File: config.mk
export PLATFORM = sky130hd
export DESIGN_NAME = dtm_top
export DESIGN_NICKNAME = d
export VERILOG_FILES = /design/src/dtm_pkg.sv /design/src/dtm_top.sv /design/src/dtm_out_mux.sv /design/src/dtm_in_steer.sv
export SDC_FILE = /design/constraint.sdc
export NUM_CORES = 1
export LEC_CHECK = 0
export ABC_CLOCK_PERIOD_IN_PS = 4000
export BUFFER_PORTS_ARGS = -buffer_cell sky130_fd_sc_hd__buf_4
export CAP_MARGIN = 0
export CORE_UTILIZATION = 46
export DETAILED_ROUTE_END_ITERATION = 16
export PLACE_DENSITY = 0.86
export SYNTH_ARGS = -nofsm -noshare
export SYNTH_HDL_FRONTEND = slang
export SYNTH_SLANG_ARGS = --single-unit
export TNS_END_PERCENT = 1
File: constraint.sdc
create_clock -name core_clk -period 4 [get_ports core_clk]
set_input_delay 0.8 -clock core_clk [delete_from_list [all_inputs] [get_ports core_clk]]
set_output_delay 0.8 -clock core_clk [all_outputs]
set_load 0.005 [all_outputs]
File: src/dtm_pkg.sv
// dtm_pkg: constants for the digital test multiplexer.
// assumes a byte-wide register port with printed offsets as addresses.
// Operation
// - The output-select field is bits 4:0 of the test-out register, reset to zero, where code 00 gives zero on both test outputs, 01 to 06 give supply-monitor flag pairs and 07 to 08 give diagnostic flag pairs.
// - Code 09 puts the low and high wake comparator outputs on the first and second test outputs.
// - Code 0A puts the main oscillator on the first test output and the watchdog oscillator on the second.
// - Code 0B puts the crystal oscillator on the first test output and the charge-pump clock on the second.
// - Code 0C puts the pressure converter clock on the first test output and the temperature converter clock on the second.
// - Code 0D puts the chopper clock on the first test output and the capacitive front-end clock on the second.
// - Code 0E puts the pressure modulator bitstream and its error output on the two test outputs.
// - Code 0F puts the temperature modulator bitstream and the memory self-test retention stop on the two test outputs.
// - Code 10 puts the first and second decimator load pulses on the two test outputs.
// - Code 11 gives the temperature decimator load and interrupt source 5, and codes 12 to 14 give interrupt source pairs 7/8, 9/10 and 11/12.
// - The input-select field is bits 3:0 of the test-in register, reset to zero, and code 00 ties the test input to ground only.
// - Input codes 01 to 03 feed the test input to the programmable-memory clock and the pressure and temperature converter bitstream nodes.
// - Input codes 04 to 07 feed the modulator, chopper and charge-pump clocks, and 08 to 0C feed acknowledge lines 5, 7, 8, 9 and 10.
package dtm_pkg;
	// register port
	localparam int DTM_ADDR_W = 8;
	localparam int DTM_DATA_W = 8;
	localparam logic [7:0] DTM_OFS_OUT_SEL = 8'h07;
	localparam logic [7:0] DTM_OFS_IN_SEL = 8'h09;
	localparam logic [7:0] DTM_OFS_STATUS = 8'h0A;
	localparam logic [7:0] DTM_RESET_VAL = 8'h00;
	// select fields
	localparam int DTM_OUT_SEL_W = 5;
	localparam int DTM_IN_SEL_W = 4;
	// output-select codes
	localparam int DTM_OUT_SUPPLY_BASE = 1;
	localparam int DTM_OUT_SUPPLY_PAIRS = 6;
	localparam int DTM_OUT_DIAG_BASE = 7;
	localparam int DTM_OUT_DIAG_PAIRS = 2;
	localparam int DTM_OUT_WAKE = 9;
	localparam int DTM_OUT_OSC = 10;
	localparam int DTM_OUT_XTAL = 11;
	localparam int DTM_OUT_CONV = 12;
	localparam int DTM_OUT_CHOP = 13;
	localparam int DTM_OUT_PMOD = 14;
	localparam int DTM_OUT_TMOD = 15;
	localparam int DTM_OUT_DECIM = 16;
	localparam int DTM_OUT_TDECIM = 17;
	localparam int DTM_OUT_INT_BASE = 18;
	localparam int DTM_OUT_INT_PAIRS = 3;
	localparam int DTM_OUT_CODES = 21;
	// interrupt source and acknowledge indices
	localparam int DTM_INT_W = 13;
	localparam int DTM_INT_SOLO = 5;
	localparam int DTM_INT_PAIR_BASE = 7;
	// internal nodes fed by input codes 1 upward
	localparam int DTM_NODE_OTP = 0;
	localparam int DTM_NODE_PBITS = 1;
	localparam int DTM_NODE_TBITS = 2;
	localparam int DTM_NODE_PMOD = 3;
	localparam int DTM_NODE_TMOD = 4;
	localparam int DTM_NODE_CHOP = 5;
	localparam int DTM_NODE_PUMP = 6;
	localparam int DTM_NODE_ACK_BASE = 7;
	localparam int DTM_NODES = 12;
	// status register bits
	localparam int DTM_ST_FIRST = 0;
	localparam int DTM_ST_SECOND = 1;
	localparam int DTM_ST_INPUT = 2;
	localparam int DTM_ST_OUT_OK = 3;
	localparam int DTM_ST_IN_OK = 4;
endpackage

File: src/dtm_top.sv
// dtm_top: digital test multiplexer with its two select registers.
// assumes one clock; internal signals and the test pin are synchronous
// to core_clk; clocks routed out are resampled at 25 MHz.
//
// Implementation choice: the address-and-strobe port.
`timescale 1ns/1ns
`default_nettype none
module dtm_top
	import dtm_pkg::*;
(
	// clock and reset
	input wire logic core_clk,
	input wire logic rstn,
	// register port
	input wire logic [DTM_ADDR_W-1:0] reg_addr,
	input wire logic [DTM_DATA_W-1:0] reg_wdata,
	input wire logic reg_wr,
	input wire logic reg_rd,
	output logic [DTM_DATA_W-1:0] reg_rdata,
	// flags for the output side
	input wire logic [11:0] supply_monitor_flags,
	input wire logic [3:0] front_end_diag_flags,
	input wire logic wire_wake_low_comparator,
	input wire logic wire_wake_high_comparator,
	// clocks for the output side
	input wire logic main_oscillator,
	input wire logic watchdog_oscillator,
	input wire logic crystal_oscillator,
	input wire logic charge_pump_clock,
	input wire logic pressure_converter_clock,
	input wire logic temperature_converter_clock,
	input wire logic chopper_clock,
	input wire logic capacitive_front_clock,
	// bitstreams and pulses for the output side
	input wire logic pressure_modulator_bits,
	input wire logic pressure_modulator_error,
	input wire logic temperature_modulator_bits,
	input wire logic memory_selftest_retention_stop,
	input wire logic decimator_load_first,
	input wire logic decimator_load_second,
	input wire logic temperature_decimator_load,
	input wire logic [DTM_INT_W-1:0] external_interrupt_source,
	// test pins
	input wire logic digital_test_input,
	output logic first_test_output,
	output logic second_test_output,
	// normal sources of the steerable nodes
	input wire logic otp_clock_src,
	input wire logic pressure_converter_bits_src,
	input wire logic temperature_converter_bits_src,
	input wire logic charge_pump_clock_src,
	input wire logic [DTM_INT_W-1:0] interrupt_acknowledge_src,
	// steerable nodes
	output logic otp_clock,
	output logic pressure_converter_bits_in,
	output logic temperature_converter_bits_in,
	output logic pressure_modulator_clock,
	output logic temperature_modulator_clock,
	output logic chopper_clock_node,
	output logic charge_pump_clock_in,
	output logic [DTM_INT_W-1:0] interrupt_acknowledge_line
);

	////////////////////////////////////////////////////////////////////
	// select registers

	logic [DTM_DATA_W-1:0] test_out_select;
	logic [DTM_DATA_W-1:0] test_in_select;
	logic wr_out_sel;
	logic wr_in_sel;

	// write decode
	assign wr_out_sel = reg_wr && (reg_addr == DTM_OFS_OUT_SEL);
	assign wr_in_sel = reg_wr && (reg_addr == DTM_OFS_IN_SEL);

	// output-select register, whole byte kept
	// field reset to zero
	always_ff @(posedge core_clk or negedge rstn) begin
		if (!rstn) begin
			test_out_select <= DTM_RESET_VAL;
		end else if (wr_out_sel) begin
			test_out_select <= reg_wdata;
		end
	end

	// input-select register, whole byte kept
	// field reset to zero
	always_ff @(posedge core_clk or negedge rstn) begin
		if (!rstn) begin
			test_in_select <= DTM_RESET_VAL;
		end else if (wr_in_sel) begin
			test_in_select <= reg_wdata;
		end
	end

	////////////////////////////////////////////////////////////////////
	// output candidates, indexed by output-select code

	logic [DTM_OUT_CODES-1:0] first_cand;
	logic [DTM_OUT_CODES-1:0] second_cand;

	assign first_cand[0] = 1'b0;
	assign second_cand[0] = 1'b0;

	for (genvar g = 0; g < DTM_OUT_SUPPLY_PAIRS; g++) begin : g_supply
		assign first_cand[DTM_OUT_SUPPLY_BASE + g] = supply_monitor_flags[2 * g];
		assign second_cand[DTM_OUT_SUPPLY_BASE + g] = supply_monitor_flags[2 * g + 1];
	end

	for (genvar g = 0; g < DTM_OUT_DIAG_PAIRS; g++) begin : g_diag
		assign first_cand[DTM_OUT_DIAG_BASE + g] = front_end_diag_flags[2 * g];
		assign second_cand[DTM_OUT_DIAG_BASE + g] = front_end_diag_flags[2 * g + 1];
	end

	assign first_cand[DTM_OUT_WAKE] = wire_wake_low_comparator;
	assign second_cand[DTM_OUT_WAKE] = wire_wake_high_comparator;

	assign first_cand[DTM_OUT_OSC] = main_oscillator;
	assign second_cand[DTM_OUT_OSC] = watchdog_oscillator;

	assign first_cand[DTM_OUT_XTAL] = crystal_oscillator;
	assign second_cand[DTM_OUT_XTAL] = charge_pump_clock;

	assign first_cand[DTM_OUT_CONV] = pressure_converter_clock;
	assign second_cand[DTM_OUT_CONV] = temperature_converter_clock;

	assign first_cand[DTM_OUT_CHOP] = chopper_clock;
	assign second_cand[DTM_OUT_CHOP] = capacitive_front_clock;

	assign first_cand[DTM_OUT_PMOD] = pressure_modulator_bits;
	assign second_cand[DTM_OUT_PMOD] = pressure_modulator_error;

	assign first_cand[DTM_OUT_TMOD] = temperature_modulator_bits;
	assign second_cand[DTM_OUT_TMOD] = memory_selftest_retention_stop;

	assign first_cand[DTM_OUT_DECIM] = decimator_load_first;
	assign second_cand[DTM_OUT_DECIM] = decimator_load_second;

	assign first_cand[DTM_OUT_TDECIM] = temperature_decimator_load;
	assign second_cand[DTM_OUT_TDECIM] = external_interrupt_source[DTM_INT_SOLO];

	for (genvar g = 0; g < DTM_OUT_INT_PAIRS; g++) begin : g_int
		assign first_cand[DTM_OUT_INT_BASE + g] =
			external_interrupt_source[DTM_INT_PAIR_BASE + 2 * g];
		assign second_cand[DTM_OUT_INT_BASE + g] =
			external_interrupt_source[DTM_INT_PAIR_BASE + 2 * g + 1];
	end

	////////////////////////////////////////////////////////////////////
	// output selection and pin flops

	logic next_first_out;
	logic next_second_out;
	logic out_code_ok;

	// pair picker on the low five bits
	dtm_out_mux #(
		.NUM_CODES(DTM_OUT_CODES),
		.SEL_W(DTM_OUT_SEL_W)
	) u_out_mux (
		.code(test_out_select[DTM_OUT_SEL_W-1:0]),
		.first_cand(first_cand),
		.second_cand(second_cand),
		.first_pick(next_first_out),
		.second_pick(next_second_out),
		.code_valid(out_code_ok)
	);

	// test pins, one cycle behind the selected source
	// zero when code unlisted
	always_ff @(posedge core_clk or negedge rstn) begin
		if (!rstn) begin
			first_test_output <= 1'b0;
			second_test_output <= 1'b0;
		end else begin
			first_test_output <= next_first_out;
			second_test_output <= next_second_out;
		end
	end

	////////////////////////////////////////////////////////////////////
	// input steering

	logic [DTM_NODES-1:0] node_normal;
	logic [DTM_NODES-1:0] node_steered;
	logic in_code_ok;

	// normal sources of each node
	assign node_normal[DTM_NODE_OTP] = otp_clock_src;
	assign node_normal[DTM_NODE_PBITS] = pressure_converter_bits_src;
	assign node_normal[DTM_NODE_TBITS] = temperature_converter_bits_src;
	assign node_normal[DTM_NODE_PMOD] = pressure_converter_clock;
	assign node_normal[DTM_NODE_TMOD] = temperature_converter_clock;
	assign node_normal[DTM_NODE_CHOP] = chopper_clock;
	assign node_normal[DTM_NODE_PUMP] = charge_pump_clock_src;
	assign node_normal[DTM_NODE_ACK_BASE] = interrupt_acknowledge_src[DTM_INT_SOLO];
	// acknowledge lines 7 to 10 follow line 5
	for (genvar g = 1; g < DTM_NODES - DTM_NODE_ACK_BASE; g++) begin : g_ack_src
		assign node_normal[DTM_NODE_ACK_BASE + g] =
			interrupt_acknowledge_src[DTM_INT_PAIR_BASE + g - 1];
	end

	// one node at most takes the test pin
	// codes 01 to 0C
	dtm_in_steer #(
		.NUM_NODES(DTM_NODES),
		.SEL_W(DTM_IN_SEL_W)
	) u_in_steer (
		.code(test_in_select[DTM_IN_SEL_W-1:0]),
		.test_in(digital_test_input),
		.normal_in(node_normal),
		.node_out(node_steered),
		.code_valid(in_code_ok)
	);

	// node flops; code 00 leaves every node on its own source
	// ground code steers nothing
	always_ff @(posedge core_clk or negedge rstn) begin
		if (!rstn) begin
			otp_clock <= 1'b0;
			pressure_converter_bits_in <= 1'b0;
			temperature_converter_bits_in <= 1'b0;
			pressure_modulator_clock <= 1'b0;
			temperature_modulator_clock <= 1'b0;
			chopper_clock_node <= 1'b0;
			charge_pump_clock_in <= 1'b0;
		end else begin
			otp_clock <= node_steered[DTM_NODE_OTP];
			pressure_converter_bits_in <= node_steered[DTM_NODE_PBITS];
			temperature_converter_bits_in <= node_steered[DTM_NODE_TBITS];
			pressure_modulator_clock <= node_steered[DTM_NODE_PMOD];
			temperature_modulator_clock <= node_steered[DTM_NODE_TMOD];
			chopper_clock_node <= node_steered[DTM_NODE_CHOP];
			charge_pump_clock_in <= node_steered[DTM_NODE_PUMP];
		end
	end

	logic [DTM_INT_W-1:0] next_ack;

	// acknowledge lines: 5 and 7 to 10 steerable, the rest pass
	// acknowledge lines 5, 7 to 10
	always_comb begin
		next_ack = interrupt_acknowledge_src;
		next_ack[DTM_INT_SOLO] = node_steered[DTM_NODE_ACK_BASE];
		for (int i = 1; i < DTM_NODES - DTM_NODE_ACK_BASE; i++) begin
			next_ack[DTM_INT_PAIR_BASE + i - 1] = node_steered[DTM_NODE_ACK_BASE + i];
		end
	end

	// acknowledge flops
	always_ff @(posedge core_clk or negedge rstn) begin
		if (!rstn) begin
			interrupt_acknowledge_line <= '0;
		end else begin
			interrupt_acknowledge_line <= next_ack;
		end
	end

	////////////////////////////////////////////////////////////////////
	// status and read-back

	logic [DTM_DATA_W-1:0] status_word;
	logic input_seen;
	logic [DTM_DATA_W-1:0] next_rdata;

	// test pin level as seen by the block; grounded under code 00
	// ground reference
	always_ff @(posedge core_clk or negedge rstn) begin
		if (!rstn) begin
			input_seen <= 1'b0;
		end else begin
			input_seen <= (test_in_select[DTM_IN_SEL_W-1:0] != '0) && digital_test_input;
		end
	end

	// live view of pins and code validity
	always_comb begin
		status_word = '0;
		status_word[DTM_ST_FIRST] = first_test_output;
		status_word[DTM_ST_SECOND] = second_test_output;
		status_word[DTM_ST_INPUT] = input_seen;
		status_word[DTM_ST_OUT_OK] = out_code_ok;
		status_word[DTM_ST_IN_OK] = in_code_ok;
	end

	// read mux; unmapped addresses read zero
	always_comb begin
		next_rdata = '0;
		if (reg_rd) begin
			case (reg_addr)
				DTM_OFS_OUT_SEL: begin
					next_rdata = test_out_select;
				end
				DTM_OFS_IN_SEL: begin
					next_rdata = test_in_select;
				end
				DTM_OFS_STATUS: begin
					next_rdata = status_word;
				end
				default: begin
					next_rdata = '0;
				end
			endcase
		end
	end

	// read data stands one cycle after the strobe, zero otherwise
	always_ff @(posedge core_clk or negedge rstn) begin
		if (!rstn) begin
			reg_rdata <= '0;
		end else begin
			reg_rdata <= next_rdata;
		end
	end

endmodule // dtm_top
`default_nettype wire

File: src/dtm_out_mux.sv
// dtm_out_mux: picks one candidate pair by output-select code.
// assumes candidate index equals the code; index 0 is tied low.
`timescale 1ns/1ns
`default_nettype none
module dtm_out_mux
	import dtm_pkg::*;
#(
	parameter int NUM_CODES = DTM_OUT_CODES,
	parameter int SEL_W = DTM_OUT_SEL_W
) (
	// select
	input wire logic [SEL_W-1:0] code,
	// candidates
	input wire logic [NUM_CODES-1:0] first_cand,
	input wire logic [NUM_CODES-1:0] second_cand,
	// picked pair
	output logic first_pick,
	output logic second_pick,
	output logic code_valid
);
	// selection with out-of-range codes giving zero
	always_comb begin
		code_valid = (int'(code) < NUM_CODES);
		first_pick = 1'b0;
		second_pick = 1'b0;
		if (code_valid) begin
			first_pick = first_cand[code];
			second_pick = second_cand[code];
		end
	end
endmodule // dtm_out_mux
`default_nettype wire

File: src/dtm_in_steer.sv
// dtm_in_steer: steers the test input onto one internal node.
// assumes node g is taken by input-select code g+1; code 0 takes none.
`timescale 1ns/1ns
`default_nettype none
module dtm_in_steer
	import dtm_pkg::*;
#(
	parameter int NUM_NODES = DTM_NODES,
	parameter int SEL_W = DTM_IN_SEL_W
) (
	// select and pin
	input wire logic [SEL_W-1:0] code,
	input wire logic test_in,
	// node sources and results
	input wire logic [NUM_NODES-1:0] normal_in,
	output logic [NUM_NODES-1:0] node_out,
	output logic code_valid
);
	// one steering cell per node
	for (genvar g = 0; g < NUM_NODES; g++) begin : g_node
		assign node_out[g] = (int'(code) == g + 1) ? test_in : normal_in[g];
	end
	// codes above the last node leave all nodes alone
	assign code_valid = (int'(code) <= NUM_NODES);
endmodule // dtm_in_steer
`default_nettype wire

== Word-level counts from Yosys, hierarchy flattened ==
Index checks and enable logic that the tools add are counted.

* Reductions and logical operators: 4
* Order comparisons: 3
* Mux-type cells: 20
* Equality and inequality tests: 15

{| class="wikitable"
|+ Operators by type and width
! cell !! number
|-
| 4-bit equality test (second input constant) || 8
|-
| 8-bit case mux with 3 select lines || 1
|-
| 8-bit by 4-bit equality test with 1-bit output (second input constant) || 2
|-
| 1-bit two-way mux || 16
|-
| 4-bit by 3-bit equality test with 1-bit output (second input constant) || 3
|-
| 1-bit binary-select mux with 5-bit select || 2
|-
| 8-bit by 3-bit equality test with 1-bit output (second input constant) || 1
|-
| 8-bit two-way mux || 1
|-
| 5-bit by 6-bit < comparator with 1-bit output (second input constant) || 1
|-
| 5-bit < comparator (second input constant) || 1
|-
| 4-bit by 2-bit equality test with 1-bit output (second input constant) || 1
|-
| 4-bit <= comparator (second input constant) || 1
|-
| 4-bit nonzero test || 1
|-
| 1-bit logical AND || 3
|}

* Register bits: 47
* Input bits: 84
* Logic and storage cells: 56

== Longest topological paths before layout ==
* Depth in word-level cells: 3
* Mapped depth: 6

== Modules after synthesis ==
From an unflattened synthesis, not the netlist that was laid out.

* Cells, all modules: 193
* Area total of the unflattened synthesis: 2578.7 µm²

{| class="wikitable"
|+ By module, submodules not included
! module !! times used !! area each (µm²) !! sequential area each (µm²) !! cells each
|-
| dtm_top || 1 || 1729.2 || 1176.1 || 115
|-
| dtm_out_mux || 1 || 447.9 || 0.0 || 48
|-
| dtm_in_steer || 1 || 401.6 || 0.0 || 30
|}

== Worst setup path after synthesis ==
OpenSTA, ideal clock, no wires.

* Kind: input -> register
* From: input port reg_addr[7]
* To: register test_in_select[0]
* Library setup time: 0.125 ns
* Data arrival time: 1.692 ns
* Slack: 2.183 ns
* Cell stages on the path: 3
* Buffers on the path: 0
* Cell sequence: nor4_4 > nand3_2 > mux2_2

* Cells in the longest elaborated chain, start to end: 2

{| class="wikitable"
|+ RTL lines
! item !! RTL line !! RTL
|-
| from (decl) || dtm_top.sv:15 || <nowiki>input wire logic [DTM_ADDR_W-1:0] reg_addr,</nowiki>
|-
| 8-bit by 4-bit equality test with 1-bit output || dtm_top.sv:74 || <nowiki>assign wr_in_sel = reg_wr && (reg_addr == DTM_OFS_IN_SEL);</nowiki>
|-
| 1-bit logical AND || dtm_top.sv:74 ||
|-
| to (signal assigned) || dtm_top.sv:92 || <nowiki>test_in_select <= reg_wdata;</nowiki>
|-
| to (decl) || dtm_top.sv:68 || <nowiki>logic [DTM_DATA_W-1:0] test_in_select;</nowiki>
|}

No other way between the ends.
A chain may end at the register's enable or synchronous reset.

== Worst setup path in the final report ==
* From: register test_out_select[0]
* To: register first_test_output

* Cells in the longest elaborated chain, start to end: 3
* Elaborated cells on any way between the ends: 4
* Those cells by class: 1 x order compare; 3 x mux

{| class="wikitable"
|+ RTL lines
! item !! RTL line !! RTL
|-
| from (decl) || dtm_top.sv:67 || <nowiki>logic [DTM_DATA_W-1:0] test_out_select;</nowiki>
|-
| from (signal assigned) || dtm_top.sv:82 || <nowiki>test_out_select <= reg_wdata;</nowiki>
|-
| 1-bit binary-select mux with 5-bit select || dtm_out_mux.sv:27 || <nowiki>first_pick = first_cand[code];</nowiki>
|-
| 1-bit two-way mux (implied by the code) || dtm_out_mux.sv:27 ||
|-
| 1-bit two-way mux (*) || dtm_out_mux.sv:26 || <nowiki>if (code_valid) begin</nowiki>
|-
| named net next_first_out || dtm_top.sv:152 || <nowiki>logic next_first_out;</nowiki>
|-
| to (signal assigned) || dtm_top.sv:176 || <nowiki>first_test_output <= next_first_out;</nowiki>
|-
| to (decl) || dtm_top.sv:45 || <nowiki>output logic first_test_output,</nowiki>
|}

The timed path passes the listed nets; every way through them passes the cells marked *. The select of a mux whose other input is x is not followed.

==> flow_metrics.py <==
metrics = {
    "finish": {
        "final_util": 0.675,
        "n_fill_cell": 384,
        "layout-drive-gt1-share": 0.551,
        "stdcell_area_sq_mm": 0.00323,
        "nets": 366,
        "seqCellArea_sq_mm": 0.00118,
        "areaGrowthSynthToFinish_pct": 40.0,
        "multi_input_area_sq_mm": 0.00105,
        "diodes": 0,
    },
    "die": {
        "die_area_sq_mm": 0.00530,
        "die_x_um": 72.8,
        "core_sq_mm": 0.00479,
        "pin_count": 114,
        "chipHeight_um": 72.8,
        "initial_core_util": 0.482,
        "std_cell_rows": 25,
    },
    "worst_setup_path": {
        "crit_family": "flip-flops",
        "crit_slowest_cell": "dfrtp_1",
        "worstPathMaxFanout": 18,
        "crit_required_ps": 4190,
        "max_stage_delay_ps": 880,
        "worstPathCellList": "mux4_2, a2bb2oi_1, nand3_1, and3_1",
        "path_class": "register to register",
        "worst_setup_path_end_kind": "register",
        "crit_path_start_kind": "register",
        "crit_arrival_ps": 2200,
        "path_buf_inv": 0,
    },
    "cts": {
        "cts_max_path_buffers": 2,
        "cts.sinks": 47,
        "cts_tree": "yes",
        "cts_buffers": 5,
        "clkSlewWorstSetupHoldPaths_ps": 90,
        "clk_latency_ps": 300,
        "cts-htree-levels": 2,
        "holdBufCountCts": 0,
        "cts_setup_buffers": 0,
        "post_cts_resized": 0,
        "clock-root-buffer": "clkbuf_8",
    },
    "sta": {
        "tightestPinTransition_ps": 819,
        "hold_violations": 0,
        "finalClockSkew_ps": 9.09,
        "finalCritPeriodShare": 0.501,
        "totalNegativeSetupSlack_ps": 0,
        "setup_ws_ps": 1990,
        "finalCriticalPeriod_ps": 2010,
        "slew_headroom": 0.454,
        "fmax_mhz": 499,
        "finalSetupViolCount": 0,
        "rsz0062_at_grt": "false",
        "finalMaxSlewViolations": 0,
        "holdWs_ps": 488,
    },
    "placement": {
        "dp_slack_ps": 1860,
        "gp_congestion": 0.755,
        "hpwl_um": 3840,
        "io_buffers": 107,
        "dpl_cell_area_sq_mm": 0.00311,
    },
    "detailed_routing": {
        "dr.pass1.iters": 4,
        "met3_length_um": 342,
        "met2_length_um": 2720,
        "postRouteWirelength_um": 5180,
        "highest_layer": "met4",
        "num_vias": 1824,
        "viasPerCell": 5.21,
        "drc_errors": 0,
        "drt-met1-wl_um": 2060,
        "drtIter0Drc": 85,
        "wl_per_cell_um": 14.8,
        "drtAntennaViolNets": 0,
    },
    "power_and_ir_drop": {
        "peakVddDrop_mv": 0.272,
        "power_density_mw_per_mm2": 316,
        "total_leakage_power_nw": 1.52,
    },
    "global_route": {
        "first_global_vias": 1841,
        "grtUsageTotal": 0.207,
        "gr-total-overflow": 0,
        "grt_pass1_wl_um": 8290,
        "grt_start_max_net_pins": 48,
        "antenna_found_initial": 0,
    },
    "logic_synthesis": {
        "synthesis.nets": 263,
        "synth_cells": 179,
        "ys_types": 40,
        "synth_ff_type": "dfrtp_1",
        "synthesis.area_sq_mm": 0.00231,
        "yosysWarningCount": 0,
        "synth_edf_count": 0,
        "synth_area_per_cell_sq_um": 12.9,
        "ys_seq_area_frac": 0.510,
        "synth_area_leaders": "dfrtp_1 (51%), mux2_2 (15%), mux4_1 (3.4%)",
        "synth_top_area_cell": "dfrtp_1",
        "synth-async-reset-ratio": 1.00,
        "synth_top_area_share": 0.510,
        "synth-seq-cells": 47,
    },
    "status": {
        "run_status": "finished, final reports clean",
    },
    "min_path": {
        "min_path_type": "input pin to async pin",
    },
    "flow_run": {
        "cap_violations": 0,
    },
}
-- per-layer routing --
| layer | vias to the layer above | GRT usage |
|---|---|---|
| met5 | - | 0 |
| li1 | 871 | - |
| met2 | 72 | 0.351 |
| met3 | 6 | 0.0704 |
| met4 | 0 | 0.0392 |
| met1 | 875 | 0.259 |
-- logic make-up (layout without fill, tap and decap cells) --
logic type | count (synthesis) | count (layout) | synth area share
AO/OA/AOI/OAI | 23 | 23 | 0.0781
buffers and inverters | 11 | 115 | 0.0347
flip-flops | 47 | 47 | 0.510
multiplexers | 41 | 41 | 0.232
AND/OR/NAND/NOR | 57 | 57 | 0.146
-- area by class of cell --
| cell class | count | share of cell area |
|---|---|---|
| clock buffers | 5 | 0.0213 |
| clock inverters | 3 | 0.0147 |
| multi-input cells | 121 | 0.325 |
| flip-flops and latches | 47 | 0.364 |
| well taps | 67 | 0.0259 |
| repair buffers | 107 | 0.249 |
-- power by group --
part           leakage (nW)  internal (mW)  switching [mW]
clock                0.0587          0.189           0.165
combinational         0.853         0.0992          0.0490
sequential            0.606          0.496          0.0219
total                  1.52          0.785           0.236
-- state kept, by name, indices dropped and copies added (netlist names) --
signal and flops:
temperature_converter_bits_in 1, temperature_modulator_clock 1, pressure_converter_bits_in 1, charge_pump_clock_in 1
chopper_clock_node 1, pressure_modulator_clock 1, first_test_output 1, second_test_output 1
reg_rdata 8, test_out_select 8, input_seen 1, test_in_select 8
otp_clock 1, interrupt_acknowledge_line 13
-- worst register-to-register path, stage by stage (launching register included) --
cell,delay [ps]
dfrtp_1,880
mux4_2,600
a2bb2oi_1,140
nand3_1,90
and3_1,190
-- cells in the mapped netlist, types with 4 or more instances --
cell type and n:
a22oi_1 5, clkbuf_1 5, dfrtp_1 47, mux2_2 30, mux2i_1 5, nand2_1 5, nand2b_1 7, nand3_1 7
nor2_1 19, nor3_1 5, o21ai_0 4
-- layout by cell type, fill, tap and decap left out, drive strengths merged, types with 3 or more instances in the layout --
cell,count
clkbuf,5
mux4,6
nor3,5
mux2,30
nor3b,3
buf,107
nor2,19
nand3,9
a22oi,5
nand2b,7
mux2i,5
nand2,5
dfrtp,47
o21ai,4
a222oi,3
and3,3
-- final timing paths --
| kind | start | to | slack [ps] | cells past startpoint |
|---|---|---|---|---|
| max in group asynchronous | rstn | test_out_select[1] | 3130 | 1 |
| min | rstn | reg_rdata[2] | 490 | 1 |
| min in group core_clk | test_out_select[6] | test_out_select[6] | 510 | 1 |
| max reg2reg | test_out_select[0] | first_test_output | 1990 | 4 |
| min reg2reg | test_out_select[6] | test_out_select[6] | 510 | 1 |
| max | test_out_select[0] | first_test_output | 1990 | 4 |
-- through the flow --
step,power [mW],instances
final,1.02,350
after global routing,1.07,350
after CTS,1.03,350
after detailed placement,0.678,342
after global placement,0.673,342
after floorplan,0.578,179
Note: power is estimated with default switching activity, not from simulation.
